<file path="config.mk">
export PLATFORM = sky130hd
export DESIGN_NAME = sc_pin_etu_timers
export DESIGN_NICKNAME = d
export VERILOG_FILES = /design/src/rtl/sc_timer_pkg.sv /design/src/rtl/sc_etu_timer.sv /design/src/rtl/sc_pin_etu_timers.sv
export SDC_FILE = /design/constraint.sdc
export NUM_CORES = 1
export LEC_CHECK = 0
export BUFFER_PORTS_ARGS = -buffer_cell sky130_fd_sc_hd__buf_2
export CORE_MARGIN = 10
export CORE_UTILIZATION = 60
export CTS_CLUSTER_DIAMETER = 50
export DETAILED_ROUTE_END_ITERATION = 8
export GPL_ROUTABILITY_DRIVEN = 0
export PLACE_DENSITY_LB_ADDON = 0.15
export SLEW_MARGIN = 15
export SYNTH_ARGS = -nofsm -noshare
export SYNTH_HDL_FRONTEND = slang
export SYNTH_SLANG_ARGS = --single-unit
</file>
<file path="constraint.sdc">
create_clock -name clk_sys_in -period 5.75 [get_ports clk_sys_in]
set_input_delay 0.575 -clock clk_sys_in [delete_from_list [all_inputs] [get_ports clk_sys_in]]
set_output_delay 0.575 -clock clk_sys_in [all_outputs]
set_load 0.02 [all_outputs]
</file>
<file path="src/rtl/sc_timer_pkg.sv">
// Shared constants, types and mode table for the card pin and ETU timer block
package sc_timer_pkg;

   // Register bus shape
   localparam int ADDR_W = 8;
   localparam int DATA_W = 32;

   // Register offsets (byte addresses)
   localparam logic [7:0] ETU_DIV_OFF  = 8'h20;
   localparam logic [7:0] PIN_CTRL_OFF = 8'h24;
   localparam logic [7:0] TMR0_OFF     = 8'h28;
   localparam logic [7:0] TMR1_OFF     = 8'h2C;

   // Card pin control field positions
   localparam int PIN_PWR_CTRL_BIT = 0;
   localparam int PIN_RST_CTRL_BIT = 1;
   localparam int PIN_PWR_INV_BIT  = 11;
   localparam int PIN_PWR_STS_BIT  = 17;
   localparam int PIN_RST_STS_BIT  = 18;

   // Timer control field positions and widths
   localparam int TMR_SYNC_BIT = 31;
   localparam int TMR_MODE_LSB = 24;
   localparam int TMR_MODE_W   = 4;
   localparam int TMR0_W       = 24;
   localparam int TMR1_W       = 8;

   // Reset values and timing counts
   localparam logic [31:0] TMR_RESET     = 32'h0000_0000;
   localparam int          ETU_W         = 12;
   localparam logic [11:0] ETU_DIV_RESET = 12'h173;
   localparam logic [1:0]  SYNC_CYCLES   = 2'h3;

   // Register bus request
   typedef struct packed {
      logic        wr;
      logic        rd;
      logic [7:0]  addr;
      logic [31:0] wdata;
   } reg_req_t;

   // Pin sequencer takeover
   typedef struct packed {
      logic active;
      logic rst_level;
      logic pwr_ctrl;
   } pin_seq_t;

   // Decoded timer behaviour
   typedef struct packed {
      logic run;
      logic down;
      logic reload;
   } timer_mode_t;

   // Mode encoding table, indexed by the operation select field
   localparam timer_mode_t MODE_TABLE [16] = '{
      3'b000, 3'b110, 3'b111, 3'b100, 3'b000, 3'b000, 3'b000, 3'b000,
      3'b000, 3'b000, 3'b000, 3'b000, 3'b000, 3'b000, 3'b000, 3'b000};

   // Top-level state
   typedef struct packed {
      logic [31:0] rd_data;
      logic        rst_pin;
      logic        pwr_ctrl;
      logic        pwr_inv;
      logic        pwr_pin;
      logic [11:0] etu_div;
      logic [11:0] etu_cnt;
      logic        etu_tick;
      logic [1:0]  sync0;
      logic [1:0]  sync1;
      logic [31:0] pend0;
      logic [31:0] pend1;
      logic        load0;
      logic        load1;
   } top_state_t;

endpackage

</file>
<file path="src/rtl/sc_etu_timer.sv">
// One ETU-based timer with table-driven mode decoding
`timescale 1ns/1ps
module sc_etu_timer #(
   parameter int W = 8
) (
   // Clock and reset
   input  wire logic         clk_sys_in,
   input  wire logic         reset_in,
   // Control
   input  wire logic         tick_in,
   input  wire logic         load_in,
   input  wire logic [W-1:0] load_count_in,
   input  wire logic [3:0]   load_mode_in,
   // State
   output logic [W-1:0]      count_out,
   output logic [3:0]        mode_out
);
   import sc_timer_pkg::*;

   typedef struct packed {
      logic [W-1:0] count;
      logic [W-1:0] reload;
      logic [3:0]   mode;
   } timer_state_t;

   timer_state_t q;
   timer_state_t d;
   timer_mode_t  m;

   // Next state: load wins over counting, counting only on an ETU tick
   always_comb begin
      d = q;
      m = MODE_TABLE[q.mode];
      if (load_in) begin
         d.count  = load_count_in;
         d.reload = load_count_in;
         d.mode   = load_mode_in;
      end else if (tick_in && m.run) begin
         if (!m.down) begin
            d.count = W'(q.count + 1'b1);
         end else if (q.count == '0) begin
            if (m.reload) begin
               d.count = q.reload;
            end
         end else begin
            d.count = W'(q.count - 1'b1);
         end
      end
   end

   // State register
   always_ff @(posedge clk_sys_in or posedge reset_in) begin
      if (reset_in) begin
         q <= '0;
      end else begin
         q <= d;
      end
   end

   assign count_out = q.count;
   assign mode_out  = q.mode;

endmodule // sc_etu_timer

</file>
<file path="src/rtl/sc_pin_etu_timers.sv">
// Card reset/power pin control and the two ETU timers with register access
`timescale 1ns/1ps
module sc_pin_etu_timers #(
   parameter int T0_W = 24,
   parameter int T1_W = 8
) (
   // Clock and reset
   input  wire logic                  clk_sys_in,
   input  wire logic                  reset_in,
   // Register port
   input  sc_timer_pkg::reg_req_t     reg_req_in,
   output logic [31:0]                rd_data_out,
   // Activation/deactivation sequencer takeover
   input  sc_timer_pkg::pin_seq_t     seq_in,
   // Card pins
   output logic                       card_reset_pin_out,
   output logic                       card_power_pin_out
);
   import sc_timer_pkg::*;

   top_state_t        q;
   top_state_t        d;
   logic [T0_W-1:0]   t0_count;
   logic [T1_W-1:0]   t1_count;
   logic [3:0]        t0_mode;
   logic [3:0]        t1_mode;
   logic              wr_pin;
   logic              wr_t0;
   logic              wr_t1;
   logic              busy0;
   logic              busy1;

   // Compose a timer control word; reserved bits read as zero
   function automatic logic [31:0] timer_word(input logic busy, input logic [3:0] mode,
                                              input logic [23:0] count);
      logic [31:0] w;
      w = TMR_RESET;
      w[TMR_SYNC_BIT] = busy;
      w[TMR_MODE_LSB +: TMR_MODE_W] = mode;
      w[23:0] = count;
      return w;
   endfunction

   // Sync counter step: start on an accepted write, then count down
   function automatic logic [1:0] sync_step(input logic start, input logic [1:0] cnt);
      logic [1:0] n;
      n = cnt;
      if (start) begin
         n = SYNC_CYCLES;
      end else if (cnt != 2'h0) begin
         n = cnt - 2'h1;
      end
      return n;
   endfunction

   // Register decode: a strobe aimed at one offset
   function automatic logic reg_hit(input logic strobe, input logic [7:0] addr,
                                    input logic [7:0] off);
      return strobe && (addr == off);
   endfunction

   // Address decode and busy flags
   assign wr_pin = reg_hit(reg_req_in.wr, reg_req_in.addr, PIN_CTRL_OFF);
   assign busy0  = (q.sync0 != 2'h0) || q.load0;
   assign busy1  = (q.sync1 != 2'h0) || q.load1;
   assign wr_t0  = reg_hit(reg_req_in.wr, reg_req_in.addr, TMR0_OFF) && !busy0;
   assign wr_t1  = reg_hit(reg_req_in.wr, reg_req_in.addr, TMR1_OFF) && !busy1;

   // Next state of pins, ETU divider, sync staging and read data
   always_comb begin
      d = q;
      // Pin control: sequencer takes the bits over while it runs
      if (seq_in.active) begin
         d.rst_pin  = seq_in.rst_level;
         d.pwr_ctrl = seq_in.pwr_ctrl;
      end else if (wr_pin) begin
         d.rst_pin  = reg_req_in.wdata[PIN_RST_CTRL_BIT];
         d.pwr_ctrl = reg_req_in.wdata[PIN_PWR_CTRL_BIT];
         d.pwr_inv  = reg_req_in.wdata[PIN_PWR_INV_BIT];
      end
      d.pwr_pin = d.pwr_inv ^ d.pwr_ctrl;
      // ETU divider register
      if (reg_hit(reg_req_in.wr, reg_req_in.addr, ETU_DIV_OFF)) begin
         d.etu_div = reg_req_in.wdata[ETU_W-1:0];
      end
      // ETU tick: one pulse every etu_div+1 system cycles
      d.etu_tick = (q.etu_cnt == '0);
      d.etu_cnt  = (q.etu_cnt == '0) ? q.etu_div : q.etu_cnt - 12'h001;
      // Timer writes are staged while the new value synchronises
      if (wr_t0) begin
         d.pend0 = reg_req_in.wdata;
      end
      if (wr_t1) begin
         d.pend1 = reg_req_in.wdata;
      end
      d.sync0 = sync_step(wr_t0, q.sync0);
      d.sync1 = sync_step(wr_t1, q.sync1);
      d.load0 = (q.sync0 == 2'h1);
      d.load1 = (q.sync1 == 2'h1);
      // Read data stands in the cycle after the read strobe only
      d.rd_data = '0;
      if (reg_req_in.rd) begin
         unique case (reg_req_in.addr)
            ETU_DIV_OFF: d.rd_data[ETU_W-1:0] = q.etu_div;
            PIN_CTRL_OFF: begin
               d.rd_data[PIN_RST_CTRL_BIT] = q.rst_pin;
               d.rd_data[PIN_PWR_CTRL_BIT] = q.pwr_pin;
               d.rd_data[PIN_PWR_INV_BIT]  = q.pwr_inv;
               d.rd_data[PIN_PWR_STS_BIT]  = q.pwr_pin;
               d.rd_data[PIN_RST_STS_BIT]  = q.rst_pin;
            end
            TMR0_OFF: d.rd_data = timer_word(busy0, t0_mode, 24'(t0_count));
            TMR1_OFF: d.rd_data = timer_word(busy1, t1_mode, 24'(t1_count));
            default: d.rd_data = '0;
         endcase
      end
   end

   // State register
   always_ff @(posedge clk_sys_in or posedge reset_in) begin
      if (reset_in) begin
         q         <= '0;
         q.etu_div <= ETU_DIV_RESET;
         q.etu_cnt <= ETU_DIV_RESET;
         q.pend0   <= TMR_RESET;
         q.pend1   <= TMR_RESET;
      end else begin
         q <= d;
      end
   end

   // Timer0: 24-bit ETU counter
   sc_etu_timer #(.W(T0_W)) u_timer0 (
      .clk_sys_in    (clk_sys_in),
      .reset_in      (reset_in),
      .tick_in       (q.etu_tick),
      .load_in       (q.load0),
      .load_count_in (q.pend0[T0_W-1:0]),
      .load_mode_in  (q.pend0[TMR_MODE_LSB +: TMR_MODE_W]),
      .count_out     (t0_count),
      .mode_out      (t0_mode)
   );

   // Timer1: 8-bit ETU counter
   sc_etu_timer #(.W(T1_W)) u_timer1 (
      .clk_sys_in    (clk_sys_in),
      .reset_in      (reset_in),
      .tick_in       (q.etu_tick),
      .load_in       (q.load1),
      .load_count_in (q.pend1[T1_W-1:0]),
      .load_mode_in  (q.pend1[TMR_MODE_LSB +: TMR_MODE_W]),
      .count_out     (t1_count),
      .mode_out      (t1_mode)
   );

   // Outputs straight from flops
   assign rd_data_out        = q.rd_data;
   assign card_reset_pin_out = q.rst_pin;
   assign card_power_pin_out = q.pwr_pin;

   logic rd_pin;
   logic rd_t0;
   logic rd_t1;
   assign rd_pin = reg_hit(reg_req_in.rd, reg_req_in.addr, PIN_CTRL_OFF);
   assign rd_t0  = reg_hit(reg_req_in.rd, reg_req_in.addr, TMR0_OFF);
   assign rd_t1  = reg_hit(reg_req_in.rd, reg_req_in.addr, TMR1_OFF);
endmodule // sc_pin_etu_timers

</file>
# Word-level counts from Yosys, hierarchy flattened
# Memory sizes are Yosys's and may differ from the RTL's.
# Index checks and enable logic that the tools add are counted.
[op_classes]
n_mul = 0
n_lt_le_gt_ge = 2
n_eq_ne = 8
addsub = 7
mux = 29
n_bitwise = 3
n_shift = 0
n_div = 0
n_reduce_logical = 24
[ops]
columns = ["operator", "n"]
rows = [
  ["24-bit two-way mux", 5],
  ["8-bit two-way mux", 5],
  ["8-bit by 6-bit equality test with 1-bit output (second input constant)", 4],
  ["32-bit two-way mux", 1],
  ["9-bit one-hot mux with 3 select lines", 1],
  ["13-bit one-hot mux with 2 select lines", 1],
  ["24-bit by 1-bit adder with 24-bit output (second input constant)", 1],
  ["24-bit zero test", 1],
  ["24-bit by 1-bit subtractor with 24-bit output (second input constant)", 1],
  ["3-bit two-way mux", 5],
  ["2-bit nonzero test", 7],
  ["12-bit zero test", 1],
  ["12-bit two-way mux", 1],
  ["12-bit by 1-bit subtractor with 12-bit output (second input constant)", 1],
  ["5-bit >= comparator (second input constant)", 2],
  ["2-bit two-way mux", 5],
  ["4-bit inverter with 5-bit output", 2],
  ["8-bit by 1-bit adder with 8-bit output (second input constant)", 1],
  ["1-bit logical AND", 8],
  ["8-bit zero test", 1],
  ["4-bit != test (second input constant)", 2],
  ["2-bit one-hot mux with 4 select lines", 1],
  ["8-bit by 1-bit subtractor with 8-bit output (second input constant)", 1],
  ["5-bit two-way mux", 1],
  ["9 further kinds", 14],
]
[totals]
latch_bits = 0
rom_bits = 96
mem_count = 2
ramBits = 0
register_bits = 195
output_inout_bits = 34
inputBits = 47
[mem_list]
columns = ["memory", "words", "word_bits", "read_ports", "rd_ports_with_merged_regs", "wr", "line", "rtl"]
rows = [
  ["(no name shown)", 16, 3, 1, 0, 0, "sc_etu_timer.sv:33", "m = MODE_TABLE[q.mode];"],
  ["(no name shown)", 16, 3, 1, 0, 0, "sc_etu_timer.sv:33", ""],
]

# Depth between registers and ports, before layout
# Gate-level depths: netlist of the first run.
[depth]
ltp_word = 9
depth_mapped = 11
ltp_nobuf = 9

# Cells and area by module
# A second synthesis of the first run with hierarchy kept.
[unflattened]
cells_unflattened = 1005
hier_area_um2 = 10057.1
[modules_own_cells]
columns = ["mod", "area_each_um2", "seq_area_each_um2", "n_inst", "cells_per_inst"]
rows = [
  ["sc_pin_etu_timers", 4647.0, 2617.5, 1, 362],
  ["sc_etu_timer (u_timer0)", 3971.3, 1301.2, 1, 480],
  ["sc_etu_timer (u_timer1)", 1438.9, 500.5, 1, 163],
]

# Worst setup path after synthesis of the first run
# Ideal clock, no wire load.
[synth_path]
path_kind = "flip-flop to flip-flop"
start = "register u_timer0.q (netlist bit u_timer0.count_out[12])"
end = "register u_timer0.q (netlist bit u_timer0.count_out[23])"
arrival_ns = 2.954
stages_incl_launch_ff = 11
slack_ns = 2.665
n_path_buf = 3
setup_ns = 0.132
path_cell_list = "dfrtp_1 > buf_6 > or4_4 > buf_6 > or4_4 > buf_6 > or4_4 > o21ai_4 > nor2_1 > a221oi_2 > a21oi_1"
[synth_between]
elab_chain_len = 5
elab_cells_between_ends = 9
classes_between = "2 x add/sub; 1 x eq/ne; 4 x mux; 2 x reduce/logical"
[synth_lines]
columns = ["item", "line", "rtl"]
rows = [
  ["start: declaration", "sc_etu_timer.sv:26", "timer_state_t q;"],
  ["start signal: assignment", "sc_etu_timer.sv:54", "q <= '0;"],
  ["start signal: assignment", "sc_etu_timer.sv:56", "q <= d;"],
  ["24-bit by 1-bit subtractor with 24-bit output or 24-bit zero test (tied branches)", "sc_etu_timer.sv:46, sc_etu_timer.sv:41", ""],
  ["24-bit two-way mux", "sc_etu_timer.sv:41", "end else if (q.count == '0) begin"],
  ["24-bit two-way mux", "sc_etu_timer.sv:39", "if (!m.down) begin"],
  ["24-bit two-way mux", "sc_etu_timer.sv:38", "end else if (tick_in && m.run) begin"],
  ["24-bit two-way mux", "sc_etu_timer.sv:34", "if (load_in) begin"],
]
# Parallel ways exist; a longest one is shown, timed or not. The select of a mux whose other input is x is not followed.
# A chain may end at the register's enable or synchronous reset.

# Final worst setup path of the first run
[layout_path]
start = "register u_timer0.q (netlist bit u_timer0.count_out[12])"
end = "register u_timer0.q (netlist bit u_timer0.count_out[5])"
[layout_between]
elab_chain_len = 5
elab_cells_between_ends = 7
classes_between = "1 x eq/ne; 4 x mux; 2 x reduce/logical"
[layout_lines]
columns = ["item", "line"]
rows = [
  ["24-bit zero test *", "sc_etu_timer.sv:41"],
  ["24-bit two-way mux", "sc_etu_timer.sv:41"],
  ["24-bit two-way mux", "sc_etu_timer.sv:39"],
  ["24-bit two-way mux", "sc_etu_timer.sv:38"],
  ["24-bit two-way mux", "sc_etu_timer.sv:34"],
]
# Every way passes the cells marked *; elsewhere a longest branch is shown, timed or not. The select of a mux whose other input is x is not followed.

==> reports/qor.yml, run 1 <==
run_status:
  status: "completed"
floorplan:
  fp.dieH_um: 145
  core_area_mm2: 0.0153
  die_w_um: 145
  io_pins: 81
  num_rows: 45
  start_util_pct: 61.5
  die_area_mm2: 0.0211
synthesis:
  async_flop_share_pct: 100
  yosysMostFrequentCell: "dfrtp_1"
  synth_common_cells: "dfrtp_1 (164), mux2_2 (82), nand2_1 (73)"
  synth_warnings: 0
  seq_area_frac_synth_pct: 46.9
  synth_seq_cells: 176
  synth_top_area_share_pct: 43.6
  synth_area_per_cell_um2: 9.88
  synthDistinctLibCells: 69
  netlist_instances: 953
  syn_area_mm2: 0.00942
  ys.flop_type: "dfrtp_1"
  synthTopCellsByArea: "dfrtp_1 (44%), mux2_2 (9.8%), dfstp_2 (3.3%)"
  synth-edff-count: 0
  yosys.area.top_type: "dfrtp_1"
timing:
  slew-limit-headroom_pct: 28.3
  rsz0062_at_grt: "false"
  tightest_slew_ns: 1.07
  setup_viol: 0
  hold_viol_final: 0
  fmax_mhz: 284
  layout_setup_ws_ns: 2.22
  slew_viol_final: 0
  fin_skew_ns: 0.0117
  setup_tns_ns: 0
  fin_crit_sh_pct: 61.3
  timing.final.crit_period_ns: 3.53
worst_setup_path:
  crit_chain: "or4_4 -> or4_4 -> nor3_2 -> buf_4 -> o21ai_0 -> nor3b_1 -> or4_1 -> nand3_1"
  worst_setup_path_end_kind: "flip-flop"
  arrival_ns: 3.90
  cp.required_ns: 6.12
  path_max_fanout: 10
  startpoint_type: "flip-flop"
  cpMaxStageDelayCell: "or4_4"
  critPathLaunch: "u_timer0.count_out[12]"
  path_class: "flip-flop to flip-flop"
  path_common_cell: "or4_4"
  critical_path_buf_inv_count: 1
  cp_top_family: "simple AND/OR/NAND/NOR gates"
  cpPeakStageDelay_ns: 0.64
  reg2reg_from: "u_timer0.count_out[12]"
  rrSetupSlack_ns: 2.22
clock_tree:
  postCtsSetupBuffers: 0
  cts_made_buffers: 17
  cts_sinks: 176
  cts_tree: "built"
  postCtsHoldBufs: 0
  root_buffer: "clkbuf_16"
  cts-resized-gates: 0
  clk_pin_slew_ns: 0.06
  clock_latency_ns: 0.44
  cts_max_path_buffers: 2
  htreeDepth: 4
route:
  drtAntennaViolNets: 0
  num_vias: 7149
  drt_iter0_markers: 654
  firstDrtPassIters: 5
  drc: 0
  dr_wl_met3_um: 1660
  wl_met2_um: 10400
  viasPerCell: 6.08
  routed_wl_um: 22700
  wl_per_cell_um: 19.3
  top_layer: "met4"
  wl_met1_um: 10200
global_routing:
  grt_max_degree: 70
  grt_pass1_vias: 6710
  grt_usage_pct: 21.4
  antenna_found_initial: 0
  grt_pass1_wl_um: 36900
  grt_overflow: 0
placed_design:
  portBuffers: 73
  dpl-instance-area_mm2: 0.00959
  hpwl_um: 15700
  dp_slack_ns: 2.01
layout:
  final_net_count: 1015
  drive_gt1_share_pct: 23.1
  diodes: 0
  n_fill_cell: 1283
  fin_area_mm2: 0.0101
  area_growth_pct: 7.65
  utilization_pct: 66.2
min_path:
  hp-class: "input pin to async pin"
pwr:
  ir_worst_vdd_v: 0.000227
  p_per_area_mw_per_mm2: 355
  total_leakage_power_nw: 4.67
  finalPower_mw: 3.60
job:
  cap_violations: 0
==> layout make-up <==
class	count	area (um2)	area share, %
flip-flops and latches	176	4420	43.6
multi-input cells	636	4320	42.6
clock buffers	21	460	4.54
repair buffers	83	440	4.34
well taps	211	264	2.60
inverters	38	148	1.46
clock inverters	11	83.8	0.827
==> power breakdown <==
part	internal, mW	total (mW)	switching, mW
sequential	1.40	1.63	0.224
clock	0.579	1.07	0.492
combinational	0.373	0.902	0.529
==> cell usage in the layout, fill, tap and decap left out, types with 6 or more instances in the layout <==
cell,instances
and3_1,9
dfrtp_1,163
xnor2_1,11
a211oi_1,6
a22oi_1,9
nor4_1,13
mux2_2,82
nand3_1,32
a21oi_1,46
clkbuf_16,17
xor2_1,15
nor2_1,67
buf_2,73
nand4_1,11
nand2_1,73
nor3_1,31
ha_1,16
a31oi_1,17
a221o_1,6
buf_4,10
o22ai_1,6
and2_1,12
mux2i_1,19
o21ai_0,55
inv_1,37
nor2b_1,7
o31ai_1,7
or3_1,8
dfstp_2,12
==> per-layer routing <==
metal,GRT usage (%),vias to the layer above
met1,29.7,3521
met2,32.1,238
li1,-,3356
met3,5.71,34
met4,6.67,0
met5,0,-
==> cells by family after synthesis <==
family          synth area share (%)
buf+inv                         7.32
xor+xnor                        2.42
compound gates                  12.7
simple gates                    16.1
mux                             12.3
fa+ha+maj                       2.13
other cells                   0.0398
flops                           46.9
==> worst paths after layout <==
path	end	depth (start not counted)
min in group clk_sys_in	card_reset_pin_out	3
min	rd_data_out[21]	2
max	u_timer0.count_out[5]	8
min reg2reg	u_timer0.mode_out[1]	2
max in group asynchronous	q[35]	3
max reg2reg	u_timer0.count_out[5]	8
==> state kept, by name (all words and copies together), names as in the netlist <==
| signal | count |
|---|---|
| u_timer0.mode_out | 4 |
| u_timer1.mode_out | 4 |
| u_timer1.q | 8 |
| card_reset_pin_out | 1 |
| u_timer0.q | 24 |
| u_timer1.count_out | 8 |
| card_power_pin_out | 1 |
| q | 73 |
| rd_data_out | 29 |
| u_timer0.count_out | 24 |
==> worst register-to-register path, cell delays in order (launching register included) <==
cell and delay [ns]:
dfrtp_1 0.50, or4_4 0.64, or4_4 0.62, nor3_2 0.59, buf_4 0.28, o21ai_0 0.09
nor3b_1 0.15, or4_1 0.51, nand3_1 0.08
==> stage by stage <==
step	hold WS, ns	instances
global placement	0.457	1144
global route	0.213	1176
detailed placement	0.467	1144
finish	0.177	1176
CTS	0.194	1176
floorplan	0.436	955
No activity file was read; power rests on OpenSTA's default activity.
==> run 2, diff against run 1 <==
- CORE_UTILIZATION: 60 -> 54
- clock period: 5.75 -> 2.9 ns (I/O delays scaled with it)
==> run 2 against run 1 <==
  * The flow now finishes with violations (negative hold slack)
  * Via count rose by 3.4%
  * Final cell count rose by 6.0%
  * Clock-buffer cell count is the same
  * Critical path depth unchanged
  * Sequential power up 89%
  * Combinational power increased by 140%
  * Non-clock buffer count is 56 higher
  * Flip-flop and latch count stayed put
  * Register-to-register slack worse by 2.1 ns
  * Hold slack worse by 0.18 ns
==> reports/qor.yml, run 2 (synthesis results as in run 1) <==
run_status:
  status: "finished, violations left"
  violations: "negative hold slack"
clock_tree:
  cts_made_buffers: 17
  cts_max_path_buffers: 2
  cts_sinks: 176
  cts_tree: "built"
  clk_pin_slew_ns: 0.07
  htreeDepth: 4
  root_buffer: "clkbuf_16"
  cts-resized-gates: 0
  clock_latency_ns: 0.44
layout:
  diodes: 0
  largest_register_ff_count: 73
  top_register: "q"
  final_net_count: 1071
  area_growth_pct: 13.8
  instances_no_fill: 1246
  layout_commonest_cell: "dfrtp_1"
  drive_gt1_share_pct: 27.4
  multi_input_comb_area_mm2: 0.00432
  regArea_mm2: 0.00442
  n_fill_cell: 1488
  final_cell_mix: "dfrtp_1 (163), mux2_2 (82), nand2_1 (73), buf_2 (73), nor2_1 (66)"
global_routing:
  use_met1_pct: 29.1
  grt_pass1_vias: 7300
  antenna_found_initial: 0
  use_met2_pct: 32.9
  grt_use_met3_pct: 4.52
  grt_max_degree: 56
  grt.busiest_layer: "met2"
  grt_pass1_wl_um: 39900
  grt_usage_pct: 21.0
  grt_overflow: 0
pwr:
  finalPower_mw: 7.78
  total_leakage_power_nw: 5.01
  ir_worst_vdd_v: 0.000580
  p_per_area_mw_per_mm2: 726
route:
  drtAntennaViolNets: 0
  num_vias: 7393
  viasPerCell: 5.93
  drc: 0
  drt_iter0_markers: 661
  firstDrtPassIters: 5
  wl_per_cell_um: 19.5
  routed_wl_um: 24200
worst_setup_path:
  cp.required_ns: 3.27
  worst_setup_path_end_kind: "flip-flop"
  path_class: "flip-flop to flip-flop"
  rrSetupSlack_ns: 0.16
  arrival_ns: 3.10
  startpoint_type: "flip-flop"
  path_max_fanout: 8
timing:
  rsz0062_at_grt: "false"
  fin_crit_sh_pct: 94.4
  setup_tns_ns: 0
  fin_skew_ns: 0.0112
  slew-limit-headroom_pct: 48.3
  fmax_mhz: 365
  holdWs_ns: -0.00202
  tightest_slew_ns: 0.775
  slew_viol_final: 0
  hold_viol_final: 2
  timing.final.crit_period_ns: 2.74
  setup_viol: 0
floorplan:
  fp.dieH_um: 152
  start_util_pct: 54.8
  io_pins: 81
  die_area_mm2: 0.0231
  die_w_um: 152
  core_area_mm2: 0.0172
  num_rows: 48
min_path:
  hp-class: "input pin to async pin"
placed_design:
  portBuffers: 73
  hpwl_um: 17300
  dp.cells: 1212
job:
  cap_violations: 0
[run 2: power by group]
| part | leakage, nW | internal [mW] | total, mW | switching, mW |
|---|---|---|---|---|
| Sequential | 2.36 | 2.78 | 3.08 | 0.302 |
| Clock | 0.314 | 1.58 | 2.56 | 0.974 |
| Combinational | 2.33 | 0.897 | 2.14 | 1.24 |
[run 2: worst max-delay path, cell delays in order (launching register included)]
cell,delay [ns]
dfrtp_1,0.38
or4_4,0.56
or4_4,0.49
nor3_1,0.38
buf_4,0.21
a31oi_1,0.09
a2111oi_0,0.40
a21oi_1,0.08
nand3_1,0.08
[run 2: path summary, 6_finish.rpt]
check,startpoint,end,cells after the start
max,u_timer0.count_out[10],u_timer0.count_out[6],8
min,reset_in,q[1],2
max reg2reg,u_timer0.count_out[10],u_timer0.count_out[6],8
min reg2reg,u_timer0.q[7],u_timer0.q[7],2
max in group asynchronous,reset_in,q[77],3
min in group clk_sys_in,seq_in[1],card_reset_pin_out,3
[run 2: final cells by class]
class / count / share of cell area (%)
Clock buffer: 21 / 4.30
Sequential cell: 176 / 41.2
Inverter: 38 / 1.37
Multi-Input combinational cell: 636 / 40.3
Clock inverter: 11 / 1.87
Tap cell: 225 / 2.63
Timing Repair Buffer: 139 / 8.27
[run 2: per-stage QoR]
stage	util [%]	instance area [um2]	setup WS, ns
floorplan	-	9440	0.0667
global placement	58.5	10000	0.235
detailed placement	58.5	10000	0.208
CTS	62.3	10700	0.191
global route	62.4	10700	0.0389
finish	62.4	10700	0.163
[run 2: what timing repair did]
action / CTS / global route
setup endpoints to repair: 0 / 1
hold endpoints to repair: 0 / 0
setup buffers: 0 / 2
hold buffers: 0 / 0
[run 2: layer usage]
| layer | share of wire (%) | wire length, um |
|---|---|---|
| met1 | 46 | 11200 |
| met2 | 47 | 11400 |
| met3 | 5.8 | 1410 |
| met4 | 1.0 | 253 |
| met5 | 0 | 0 |
